==> src/core/rpm_pkg.sv <==
// Purpose: shared constants and types for the receive performance monitor counters
// Assumes: 12-bit register addresses, 8-bit register data
// Notes: registers sit at their byte offsets on the plain register port

//------------------------------------------------------------
// package
//------------------------------------------------------------
package rpm_pkg;

	localparam int RPM_ADDR_W = 12;
	localparam int RPM_DATA_W = 8;
	localparam int RPM_NARROW_W = 8;
	localparam int RPM_WIDE_W = 16;
	localparam int RPM_ALIGN_W = 8;

	// register offsets
	localparam logic [11:0] RPM_LOF_ADDR = 12'h90a;
	localparam logic [11:0] RPM_CFA_ADDR = 12'h90b;
	localparam logic [11:0] RPM_FCS_ADDR = 12'h90c;
	localparam logic [11:0] RPM_PAT_HI_ADDR = 12'h90d;
	localparam logic [11:0] RPM_PAT_LO_ADDR = 12'h90e;
	localparam logic [11:0] RPM_IRQ_STAT_ADDR = 12'h920;
	localparam logic [11:0] RPM_IRQ_MASK_ADDR = 12'h921;

	// reset values
	localparam logic [7:0] RPM_BYTE_RST = 8'h00;
	localparam logic [15:0] RPM_WORD_RST = 16'h0000;

	// interrupt status and mask field positions
	localparam int RPM_EVT_LOF = 0;
	localparam int RPM_EVT_CFA = 1;
	localparam int RPM_EVT_FCS = 2;
	localparam int RPM_EVT_PAT = 3;
	localparam int RPM_EVT_N = 4;
	localparam logic [3:0] RPM_EVT_RST = 4'h0;

	// wide counter read pairing
	typedef enum logic [1:0] {
		RPM_PAIR_IDLE = 2'b01,
		RPM_PAIR_ARMED = 2'b10
	} rpm_pair_state_t;

	function automatic logic rpm_hit(input logic [11:0] addr, input logic [11:0] target);
		rpm_hit = (addr == target);
	endfunction : rpm_hit

endpackage : rpm_pkg

==> src/core/rpm_cnt_if.sv <==
// Purpose: control and value bundle between the monitor and one event counter
// Assumes: single clock domain
// Notes: ctl side drives events and clears, cnt side returns the count
`timescale 1ns/1ns

interface rpm_cnt_if #(parameter int W = 8);
	logic evt;
	logic clr;
	logic sub_en;
	logic [W-1:0] sub_val;
	logic [W-1:0] count;

	modport ctl (output evt, output clr, output sub_en, output sub_val, input count);
	modport cnt (input evt, input clr, input sub_en, input sub_val, output count);
endinterface : rpm_cnt_if

==> src/core/rpm_sat_counter.sv <==
// Purpose: saturating event counter with full clear and partial subtract
// Assumes: sub_val never exceeds the current count
// Notes: an event in the clearing cycle is kept
`timescale 1ns/1ns

module rpm_sat_counter #(
	parameter int W = 8
) (
	input wire logic clk_sys,
	input wire logic rst_n,
	rpm_cnt_if.cnt cif
);

	logic [W-1:0] count_q;
	logic [W-1:0] base;
	logic [W-1:0] count_d;

	//------------------------------------------------------------
	// next count
	//------------------------------------------------------------
	always_comb begin
		if (cif.clr) begin
			base = '0;
		end else if (cif.sub_en) begin
			base = count_q - cif.sub_val;
		end else begin
			base = count_q;
		end
		// hold at all ones rather than wrapping
		if (cif.evt && (base != {W{1'b1}})) begin // [RL11]
			count_d = base + {{(W-1){1'b0}}, 1'b1};
		end else begin
			count_d = base;
		end
	end

	always_ff @(posedge clk_sys or negedge rst_n) begin
		if (!rst_n) begin
			count_q <= '0;
		end else begin
			count_q <= count_d;
		end
	end

	assign cif.count = count_q;

	a_sat_hold: assert property (@(posedge clk_sys) disable iff (!rst_n) // [RL11]
		(count_q == {W{1'b1}}) && !cif.clr && !cif.sub_en |=> count_q == {W{1'b1}})
		else $error("counter left all ones without a clear");

	a_clear_keeps: assert property (@(posedge clk_sys) disable iff (!rst_n) // [RL3]
		cif.clr |=> count_q == {{(W-1){1'b0}}, $past(cif.evt)})
		else $error("clear did not leave only the coincident event");

endmodule : rpm_sat_counter

==> src/core/rpm_irq.sv <==
// Purpose: sticky event status, mask and level interrupt
// Assumes: status bits clear by writing one
// Notes: a set in the clearing cycle wins
`timescale 1ns/1ns

module rpm_irq #(
	parameter int N = 4
) (
	input wire logic clk_sys,
	input wire logic rst_n,
	input wire logic [N-1:0] evt_set,
	input wire logic stat_wr,
	input wire logic mask_wr,
	input wire logic [N-1:0] wr_bits,
	output logic [N-1:0] stat_q,
	output logic [N-1:0] mask_q,
	output logic irq_q
);

	always_ff @(posedge clk_sys or negedge rst_n) begin
		if (!rst_n) begin
			stat_q <= '0;
		end else begin
			stat_q <= (stat_q & ~(stat_wr ? wr_bits : '0)) | evt_set;
		end
	end

	always_ff @(posedge clk_sys or negedge rst_n) begin
		if (!rst_n) begin
			mask_q <= '0;
		end else if (mask_wr) begin
			mask_q <= wr_bits;
		end
	end

	always_ff @(posedge clk_sys or negedge rst_n) begin
		if (!rst_n) begin
			irq_q <= 1'b0;
		end else begin
			irq_q <= |(stat_q & mask_q);
		end
	end

	a_set_wins: assert property (@(posedge clk_sys) disable iff (!rst_n)
		(|evt_set) |=> (stat_q & $past(evt_set)) == $past(evt_set))
		else $error("event lost in status");

	a_irq_level: assert property (@(posedge clk_sys) disable iff (!rst_n)
		(|(stat_q & mask_q)) |=> irq_q)
		else $error("interrupt not raised for unmasked status");

endmodule : rpm_irq

==> src/core/rpm_monitor.sv <==
// Purpose: receive performance monitor counters with clear-on-read register port
// Assumes: events are synchronous to clk_sys; one read or write strobe at a time
// Notes: read data stand only in the cycle after the read strobe
//
// What this block does
// (RL1) Keep an 8-bit count of loss-of-frame occurrences since the last read.
// (RL2) Count each new loss-of-frame declaration once, not every frame it persists.
// (RL3) Reading a counter clears it, so each value covers events since the last read.
// (RL4) Keep an 8-bit count of frame alignment changes since the last read.
// (RL5) Declare an alignment change when the newly locked alignment differs from the offer.
// (RL6) Keep an 8-bit count of link 1 checksum errors since the last read.
// (RL7) Count pattern bit errors in 16 bits, exposed as upper and lower bytes.
// (RL8) Software reads the upper byte before the lower byte for a consistent value.
// (RL9) The wide counter is cleared only by an upper read followed by a lower read.
// (RL10) Upper read captures the lower byte; the lower read returns that capture.
// (RL11) Counters hold at all ones instead of wrapping.
`timescale 1ns/1ns

module rpm_monitor
	import rpm_pkg::*;
#(
	parameter int ALIGN_W = RPM_ALIGN_W
) (
	input wire logic clk_sys,
	input wire logic rst_n,
	input wire logic [RPM_ADDR_W-1:0] reg_addr,
	input wire logic [RPM_DATA_W-1:0] reg_wr_data,
	input wire logic reg_wr_en,
	input wire logic reg_rd_en,
	output logic [RPM_DATA_W-1:0] reg_rd_data,
	input wire logic loss_of_frame,
	input wire logic align_lock_strobe,
	input wire logic [ALIGN_W-1:0] locked_align,
	input wire logic [ALIGN_W-1:0] offered_align,
	input wire logic link1_checksum_error,
	input wire logic pattern_bit_error,
	output logic irq
);

	//------------------------------------------------------------
	// counters
	//------------------------------------------------------------
	rpm_cnt_if #(.W(RPM_NARROW_W)) lof_if ();
	rpm_cnt_if #(.W(RPM_NARROW_W)) cfa_if ();
	rpm_cnt_if #(.W(RPM_NARROW_W)) fcs_if ();
	rpm_cnt_if #(.W(RPM_WIDE_W)) pat_if ();

	rpm_sat_counter #(.W(RPM_NARROW_W)) u_lof_cnt (
		.clk_sys(clk_sys),
		.rst_n(rst_n),
		.cif(lof_if)
	);

	rpm_sat_counter #(.W(RPM_NARROW_W)) u_cfa_cnt (
		.clk_sys(clk_sys),
		.rst_n(rst_n),
		.cif(cfa_if)
	);

	rpm_sat_counter #(.W(RPM_NARROW_W)) u_fcs_cnt (
		.clk_sys(clk_sys),
		.rst_n(rst_n),
		.cif(fcs_if)
	);

	rpm_sat_counter #(.W(RPM_WIDE_W)) u_pat_cnt (
		.clk_sys(clk_sys),
		.rst_n(rst_n),
		.cif(pat_if)
	);

	//------------------------------------------------------------
	// event detection
	//------------------------------------------------------------
	logic lof_prev_q;
	logic lof_declared;
	logic align_changed;

	always_ff @(posedge clk_sys or negedge rst_n) begin
		if (!rst_n) begin
			lof_prev_q <= 1'b0;
		end else begin
			lof_prev_q <= loss_of_frame;
		end
	end

	// count the declaration edge only
	assign lof_declared = loss_of_frame && !lof_prev_q; // [RL2]
	assign align_changed = align_lock_strobe && (locked_align != offered_align); // [RL5]

	//------------------------------------------------------------
	// register decode
	//------------------------------------------------------------
	logic rd_lof;
	logic rd_cfa;
	logic rd_fcs;
	logic rd_pat_hi;
	logic rd_pat_lo;
	logic wr_stat;
	logic wr_mask;

	assign rd_lof = reg_rd_en && rpm_hit(reg_addr, RPM_LOF_ADDR);
	assign rd_cfa = reg_rd_en && rpm_hit(reg_addr, RPM_CFA_ADDR);
	assign rd_fcs = reg_rd_en && rpm_hit(reg_addr, RPM_FCS_ADDR);
	assign rd_pat_hi = reg_rd_en && rpm_hit(reg_addr, RPM_PAT_HI_ADDR);
	assign rd_pat_lo = reg_rd_en && rpm_hit(reg_addr, RPM_PAT_LO_ADDR);
	assign wr_stat = reg_wr_en && rpm_hit(reg_addr, RPM_IRQ_STAT_ADDR);
	assign wr_mask = reg_wr_en && rpm_hit(reg_addr, RPM_IRQ_MASK_ADDR);

	//------------------------------------------------------------
	// wide counter read pairing
	//------------------------------------------------------------
	rpm_pair_state_t pair_q;
	logic [RPM_WIDE_W-1:0] snap_q;
	logic pair_done;

	// lower read only completes the clear once an upper read armed it
	assign pair_done = rd_pat_lo && (pair_q == RPM_PAIR_ARMED); // [RL9]

	always_ff @(posedge clk_sys or negedge rst_n) begin
		if (!rst_n) begin
			pair_q <= RPM_PAIR_IDLE;
		end else begin
			case (pair_q)
				RPM_PAIR_IDLE: begin
					if (rd_pat_hi) begin
						pair_q <= RPM_PAIR_ARMED;
					end
				end
				RPM_PAIR_ARMED: begin
					if (rd_pat_lo) begin
						pair_q <= RPM_PAIR_IDLE;
					end
				end
				default: begin
					pair_q <= RPM_PAIR_IDLE;
				end
			endcase
		end
	end

	// snapshot the whole count so both bytes describe one instant
	always_ff @(posedge clk_sys or negedge rst_n) begin
		if (!rst_n) begin
			snap_q <= RPM_WORD_RST;
		end else if (rd_pat_hi) begin
			snap_q <= pat_if.count; // [RL10]
		end
	end

	//------------------------------------------------------------
	// counter controls
	//------------------------------------------------------------
	assign lof_if.evt = lof_declared; // [RL1]
	assign lof_if.clr = rd_lof; // [RL3]
	assign lof_if.sub_en = 1'b0;
	assign lof_if.sub_val = lof_if.count;

	assign cfa_if.evt = align_changed; // [RL4]
	assign cfa_if.clr = rd_cfa; // [RL3]
	assign cfa_if.sub_en = 1'b0;
	assign cfa_if.sub_val = cfa_if.count;

	assign fcs_if.evt = link1_checksum_error; // [RL6]
	assign fcs_if.clr = rd_fcs; // [RL3]
	assign fcs_if.sub_en = 1'b0;
	assign fcs_if.sub_val = fcs_if.count;

	// events after the upper read survive the clear
	assign pat_if.evt = pattern_bit_error; // [RL7]
	assign pat_if.clr = 1'b0;
	assign pat_if.sub_en = pair_done; // [RL9]
	assign pat_if.sub_val = snap_q;

	//------------------------------------------------------------
	// interrupts
	//------------------------------------------------------------
	logic [RPM_EVT_N-1:0] evt_set;
	logic [RPM_EVT_N-1:0] stat_q;
	logic [RPM_EVT_N-1:0] mask_q;
	logic irq_q;

	always_comb begin
		evt_set = RPM_EVT_RST;
		evt_set[RPM_EVT_LOF] = lof_declared;
		evt_set[RPM_EVT_CFA] = align_changed;
		evt_set[RPM_EVT_FCS] = link1_checksum_error;
		evt_set[RPM_EVT_PAT] = pattern_bit_error;
	end

	rpm_irq #(.N(RPM_EVT_N)) u_irq (
		.clk_sys(clk_sys),
		.rst_n(rst_n),
		.evt_set(evt_set),
		.stat_wr(wr_stat),
		.mask_wr(wr_mask),
		.wr_bits(reg_wr_data[RPM_EVT_N-1:0]),
		.stat_q(stat_q),
		.mask_q(mask_q),
		.irq_q(irq_q)
	);

	assign irq = irq_q;

	//------------------------------------------------------------
	// read data
	//------------------------------------------------------------
	logic [RPM_DATA_W-1:0] rd_data_d;
	logic [RPM_DATA_W-1:0] rd_data_q;

	always_comb begin
		rd_data_d = RPM_BYTE_RST;
		if (reg_rd_en) begin
			case (reg_addr)
				RPM_LOF_ADDR: rd_data_d = lof_if.count;
				RPM_CFA_ADDR: rd_data_d = cfa_if.count;
				RPM_FCS_ADDR: rd_data_d = fcs_if.count;
				RPM_PAT_HI_ADDR: rd_data_d = pat_if.count[15:8]; // [RL7]
				RPM_PAT_LO_ADDR: begin
					if (pair_q == RPM_PAIR_ARMED) begin
						rd_data_d = snap_q[7:0]; // [RL10]
					end else begin
						rd_data_d = pat_if.count[7:0];
					end
				end
				RPM_IRQ_STAT_ADDR: rd_data_d = {{(RPM_DATA_W-RPM_EVT_N){1'b0}}, stat_q};
				RPM_IRQ_MASK_ADDR: rd_data_d = {{(RPM_DATA_W-RPM_EVT_N){1'b0}}, mask_q};
				default: rd_data_d = RPM_BYTE_RST;
			endcase
		end
	end

	always_ff @(posedge clk_sys or negedge rst_n) begin
		if (!rst_n) begin
			rd_data_q <= RPM_BYTE_RST;
		end else begin
			rd_data_q <= rd_data_d;
		end
	end

	assign reg_rd_data = rd_data_q;

	//------------------------------------------------------------
	// checks
	//------------------------------------------------------------
	a_lof_edge_count: assert property (@(posedge clk_sys) disable iff (!rst_n) // [RL1]
		loss_of_frame && !lof_prev_q && !rd_lof && (lof_if.count != 8'hff)
		|=> lof_if.count == 8'($past(lof_if.count) + 8'h01))
		else $error("loss of frame declaration not counted once");

	a_lof_persist: assert property (@(posedge clk_sys) disable iff (!rst_n) // [RL2]
		loss_of_frame && lof_prev_q && !rd_lof |=> $stable(lof_if.count))
		else $error("persisting loss of frame counted again");

	a_read_clears: assert property (@(posedge clk_sys) disable iff (!rst_n) // [RL3]
		rd_cfa |=> (rd_data_q == $past(cfa_if.count)) && (cfa_if.count <= 8'h01))
		else $error("alignment change count not returned and cleared");

	a_cfa_count: assert property (@(posedge clk_sys) disable iff (!rst_n) // [RL4]
		align_changed && !rd_cfa && (cfa_if.count != 8'hff)
		|=> cfa_if.count == 8'($past(cfa_if.count) + 8'h01))
		else $error("alignment change not counted");

	a_cfa_same_align: assert property (@(posedge clk_sys) disable iff (!rst_n) // [RL5]
		align_lock_strobe && (locked_align == offered_align) && !rd_cfa
		|=> $stable(cfa_if.count))
		else $error("unchanged alignment counted");

	a_fcs_count: assert property (@(posedge clk_sys) disable iff (!rst_n) // [RL6]
		link1_checksum_error && !rd_fcs && (fcs_if.count != 8'hff)
		|=> fcs_if.count == 8'($past(fcs_if.count) + 8'h01))
		else $error("checksum error not counted");

	a_pat_upper: assert property (@(posedge clk_sys) disable iff (!rst_n) // [RL7]
		rd_pat_hi |=> rd_data_q == $past(pat_if.count[15:8]))
		else $error("upper pattern byte wrong");

	a_pat_pair_clear: assert property (@(posedge clk_sys) disable iff (!rst_n) // [RL9]
		pair_done && !pattern_bit_error
		|=> pat_if.count == 16'($past(pat_if.count) - $past(snap_q)))
		else $error("ordered pair did not clear the pattern count");

	a_pat_lone_lower: assert property (@(posedge clk_sys) disable iff (!rst_n) // [RL9]
		rd_pat_lo && (pair_q == RPM_PAIR_IDLE) && !pattern_bit_error
		|=> $stable(pat_if.count))
		else $error("lower read alone changed the pattern count");

	a_pat_lower_snap: assert property (@(posedge clk_sys) disable iff (!rst_n) // [RL10]
		rd_pat_hi ##1 rd_pat_lo |=> rd_data_q == $past(pat_if.count[7:0], 2))
		else $error("lower byte not from the upper read instant");

	a_pair_arms: assert property (@(posedge clk_sys) disable iff (!rst_n) // [RL10]
		rd_pat_hi |=> (pair_q == RPM_PAIR_ARMED) && (snap_q == $past(pat_if.count)))
		else $error("upper read did not arm and snapshot");

	a_pair_disarms: assert property (@(posedge clk_sys) disable iff (!rst_n) // [RL9]
		pair_done |=> pair_q == RPM_PAIR_IDLE)
		else $error("paired lower read left the pair armed");

	a_pat_hi_keeps: assert property (@(posedge clk_sys) disable iff (!rst_n) // [RL9]
		rd_pat_hi && !pattern_bit_error |=> $stable(pat_if.count))
		else $error("upper read alone changed the pattern count");

	a_pat_event_count: assert property (@(posedge clk_sys) disable iff (!rst_n) // [RL7]
		pattern_bit_error && !pair_done && (pat_if.count != 16'hffff)
		|=> pat_if.count == 16'($past(pat_if.count) + 16'h0001))
		else $error("pattern bit error not counted");

	a_pat_sat_hold: assert property (@(posedge clk_sys) disable iff (!rst_n) // [RL11]
		(pat_if.count == 16'hffff) && !pair_done |=> pat_if.count == 16'hffff)
		else $error("pattern count wrapped");

	a_lof_sat_hold: assert property (@(posedge clk_sys) disable iff (!rst_n) // [RL11]
		(lof_if.count == 8'hff) && !rd_lof |=> lof_if.count == 8'hff)
		else $error("loss of frame count wrapped");

	a_cfa_sat_hold: assert property (@(posedge clk_sys) disable iff (!rst_n) // [RL11]
		(cfa_if.count == 8'hff) && !rd_cfa |=> cfa_if.count == 8'hff)
		else $error("alignment change count wrapped");

	a_lof_quiet: assert property (@(posedge clk_sys) disable iff (!rst_n) // [RL2]
		!loss_of_frame && !rd_lof |=> $stable(lof_if.count))
		else $error("loss of frame count moved without a declaration");

	a_cfa_no_strobe: assert property (@(posedge clk_sys) disable iff (!rst_n) // [RL5]
		!align_lock_strobe && !rd_cfa |=> $stable(cfa_if.count))
		else $error("alignment change counted without a lock");

	a_fcs_quiet: assert property (@(posedge clk_sys) disable iff (!rst_n) // [RL6]
		!link1_checksum_error && !rd_fcs |=> $stable(fcs_if.count))
		else $error("checksum count moved without an error");

	a_lof_read_data: assert property (@(posedge clk_sys) disable iff (!rst_n) // [RL3]
		rd_lof |=> (rd_data_q == $past(lof_if.count)) && (lof_if.count <= 8'h01))
		else $error("loss of frame count not returned and cleared");

	a_fcs_read_clears: assert property (@(posedge clk_sys) disable iff (!rst_n) // [RL3]
		rd_fcs |=> (rd_data_q == $past(fcs_if.count)) && (fcs_if.count <= 8'h01))
		else $error("checksum count not returned and cleared");

	a_rd_idle_zero: assert property (@(posedge clk_sys) disable iff (!rst_n)
		!reg_rd_en |=> rd_data_q == RPM_BYTE_RST)
		else $error("read data not zero outside a read");

	a_irq_masked_low: assert property (@(posedge clk_sys) disable iff (!rst_n)
		(stat_q & mask_q) == RPM_EVT_RST |=> !irq)
		else $error("interrupt high with nothing unmasked");

endmodule : rpm_monitor

==> config.mk <==
export PLATFORM = sky130hd
export DESIGN_NAME = rpm_monitor
export DESIGN_NICKNAME = d
export VERILOG_FILES = /design/src/core/rpm_pkg.sv /design/src/core/rpm_cnt_if.sv /design/src/core/rpm_sat_counter.sv /design/src/core/rpm_irq.sv /design/src/core/rpm_monitor.sv
export SDC_FILE = /design/constraint.sdc
export NUM_CORES = 1
export LEC_CHECK = 0
export ABC_AREA = 1
export BUFFER_PORTS_ARGS = -buffer_cell sky130_fd_sc_hd__buf_2
export CAP_MARGIN = 40
export CELL_PAD_IN_SITES_DETAIL_PLACEMENT = 0
export CELL_PAD_IN_SITES_GLOBAL_PLACEMENT = 1
export CORE_MARGIN = 10
export CORE_UTILIZATION = 43
export CTS_CLUSTER_DIAMETER = 60
export DETAILED_ROUTE_END_ITERATION = 12
export PLACE_DENSITY = 0.81
export SYNTH_ARGS = -nofsm -noshare
export SYNTH_HDL_FRONTEND = slang
export SYNTH_SLANG_ARGS = --single-unit
export TNS_END_PERCENT = 50
==> constraint.sdc <==
create_clock -name clk_sys -period 3.2 [get_ports clk_sys]
set_input_delay 0.48 -clock clk_sys [delete_from_list [all_inputs] [get_ports clk_sys]]
set_output_delay 0.48 -clock clk_sys [all_outputs]
set_load 0.005 [all_outputs]
==> flow_summary.ini <==
[final_layout]
final_area_um2 = 6535
syn2layout_area_growth_pct = 14.89
drive_above_1_share_pct = 12.03
num-nets-final = 983
insertedDiodeCount = 0

[worst_setup_path]
endpoint_kind = flip-flop
crit_type = flip-flop to flip-flop
arrival_ps = 3110
start_kind = flip-flop
critPathRequiredTime_ps = 3440
critPathMaxFanout = 4

[run_status]
outcome = finished clean

[place]
port_buffers = 48
gp_congestion = 0.9544
dpl_cell_area_um2 = 6202
dpl.hpwl_mm = 13.51

[floorplanning]
num_rows = 41
die_w_um = 135.0
start_util_pct = 44.53
core_area_um2 = 12770
die_h_um = 135.0
fp.dieArea_um2 = 18230
io_pins = 53

[sta]
worst_slew_pin_slew_ps = 774.8
setup_tns_ps = 0
hold_violations = 0
relSlewSlack_pct = 47.95
slew_viol_final = 0
fmax_mhz = 348.5
setup_viol = 0
grt_setup_unrepaired = no
holdWs_ps = 256.9
clock_skew_ps = 6.463
timing.final.crit_share_pct = 89.68
period_needed_ps = 2870

[global_routing]
grt_pass1_wl_mm = 27.19
grt_usage_pct = 18.71
grt_pass1_vias = 5392
grt_overflow = 0
antenna_found_initial = 0
grt_max_degree = 66

[detailed_routing]
wirelength_mm = 16.88
drc = 0
vias_per_cell = 5.105
ant_nets = 0
drt_pre_antenna_iters = 5
wl_per_cell_um = 15.41
vias = 5590
drtIter0Drc = 341

[logic_synthesis]
syn_inst = 854
synthArstFlopShare_pct = 100.0
synth-edff-count = 0
synth_area_um2 = 5688
ys.flop_type = dfrtp_1
synth_commonest_cells = nand2_1, inv_1, dfrtp_1
syn_nets = 919
synth.distinct_cells = 46
synth_area_leaders = dfrtp_1, nand2_1, inv_1
synth_seq_cells = 76
synth_area_per_cell_um2 = 6.660
synth.top_cell.area_share_pct = 33.00
ys_warn_count = 0
yosysSeqAreaShare_pct = 33.46
synth_most_common_cell = nand2_1
yosysTopAreaCell = dfrtp_1

[clock_tree]
clock-sinks = 76
cts_max_level = 3
clk_latency_ps = 350
cts_tree = yes
path_clk_slew_ps = 60
clk_path_buf_depth = 2
cts_root_buf = clkbuf_16
cts_buffers = 9

[power_and_ir_drop]
p_total_mw = 3.439
pwr_density_cell_nw_per_um2 = 526.2
vdd_ir_drop_max_mv = 0.2639
power_leakage_nw = 3.479

[job]
maxCapViolations = 0

[hold_path]
hp-class = input pin to flip-flop
[path summary, 6_finish.rpt]
check                                       startpoint                      end  slack [ps]  cells after the start
worst min register to register      pat_if.sub_val[14]       pat_if.sub_val[14]         480                      2
max in group asynchronous                        rst_n                pair_q[0]        2020                      3
min in group asynchronous                        rst_n       pat_if.sub_val[11]         530                      2
worst min-delay path                     loss_of_frame               lof_prev_q         260                      1
worst max-delay path            u_pat_cnt.cif.count[0]  u_pat_cnt.cif.count[15]         330                     18
worst max register to register  u_pat_cnt.cif.count[0]  u_pat_cnt.cif.count[15]         330                     18
[layout by cell type, fill, tap and decap left out, drive strengths merged, types with 4 or more instances in the layout]
cell type | netlist | routed
a21oi | 25 | 25
a221oi | 6 | 6
buf | 7 | 62
clkbuf | 3 | 9
dfrtp | 75 | 75
ha | 20 | 20
inv | 140 | 142
nand2 | 319 | 319
nand3 | 59 | 59
nand3b | 4 | 4
nand4 | 19 | 19
nor2 | 74 | 74
nor3 | 9 | 9
o21ai | 35 | 35
xnor2 | 8 | 8
xor2 | 25 | 25
[layout make-up]
| cell class | instances | area, µm² |
|---|---|---|
| Sequential cell | 76 | 1903 |
| Inverter | 141 | 529.3 |
| Timing Repair Buffer | 63 | 377.9 |
| Fill cell | 1302 | 6238 |
| Clock buffer | 9 | 225.2 |
| Multi-Input combinational cell | 627 | 3187 |
| Clock inverter | 7 | 97.59 |
| Tap cell | 172 | 215.2 |
[flip-flops by register name, indices dropped and copies added (netlist names), 4 cells and up]
name,count
pat_if.sub_val,16
u_pat_cnt.cif.count,16
reg_rd_data,8
u_cfa_cnt.cif.count,8
u_fcs_cnt.cif.count,8
u_lof_cnt.cif.count,8
u_irq.mask_q,4
u_irq.stat_q,4
[kinds of logic after synthesis]
group / Yosys count / share of synthesized area [%]
AOI/OAI and AO/OA: 80 / 8.403
xor gates and xnor gates: 33 / 5.081
adders and majority gates: 21 / 4.751
buffers and inverters: 151 / 10.51
DFF: 76 / 33.46
muxes: 3 / 0.5939
and+or+nand+nor: 490 / 37.20
[power by group]
part           switching (mW)  internal [mW]
registers               0.157           1.11
clock network           0.445          0.687
logic                   0.672          0.372
total                    1.27           2.16
[stage by stage]
stage                     util, %  setup WS, ps  cells
after floorplan                 -         470.5    854
after global placement      48.34         235.1   1077
after detailed placement    48.56         169.2   1078
after CTS                   51.16         331.2   1095
after global routing        51.16         78.42   1095
final                       51.16         330.3   1095
[critical path, stage by stage, from the launching register on]
cell and delay [ps]:
dfrtp_1 390, inv_1 100, ha_1 150, inv_1 50, fa_1 480, nand3_1 130, nand2_1 110, nand2_1 70
nand2_1 70, nand3_1 80, nand2_1 110, nor2_1 220, nand2_1 100, nor2_1 190, nand3_1 130, nor2_1 170
nand3_1 90, nand2_1 60, nand2_1 50
[per-layer routing]
layer  wire length, µm  track usage (%)
met5                 0                0
met2              7739            29.47
met4               195            4.127
met1              8062            25.11
met3               882            4.859
[repair_timing]
item                                   4_1_cts  5_1_grt
gates resized for setup                      0        0
setup buffers                                0        0
endpoints found under the hold margin       11        0
hold buffers                                 1        0
Power figures use the tool's default switching activity.
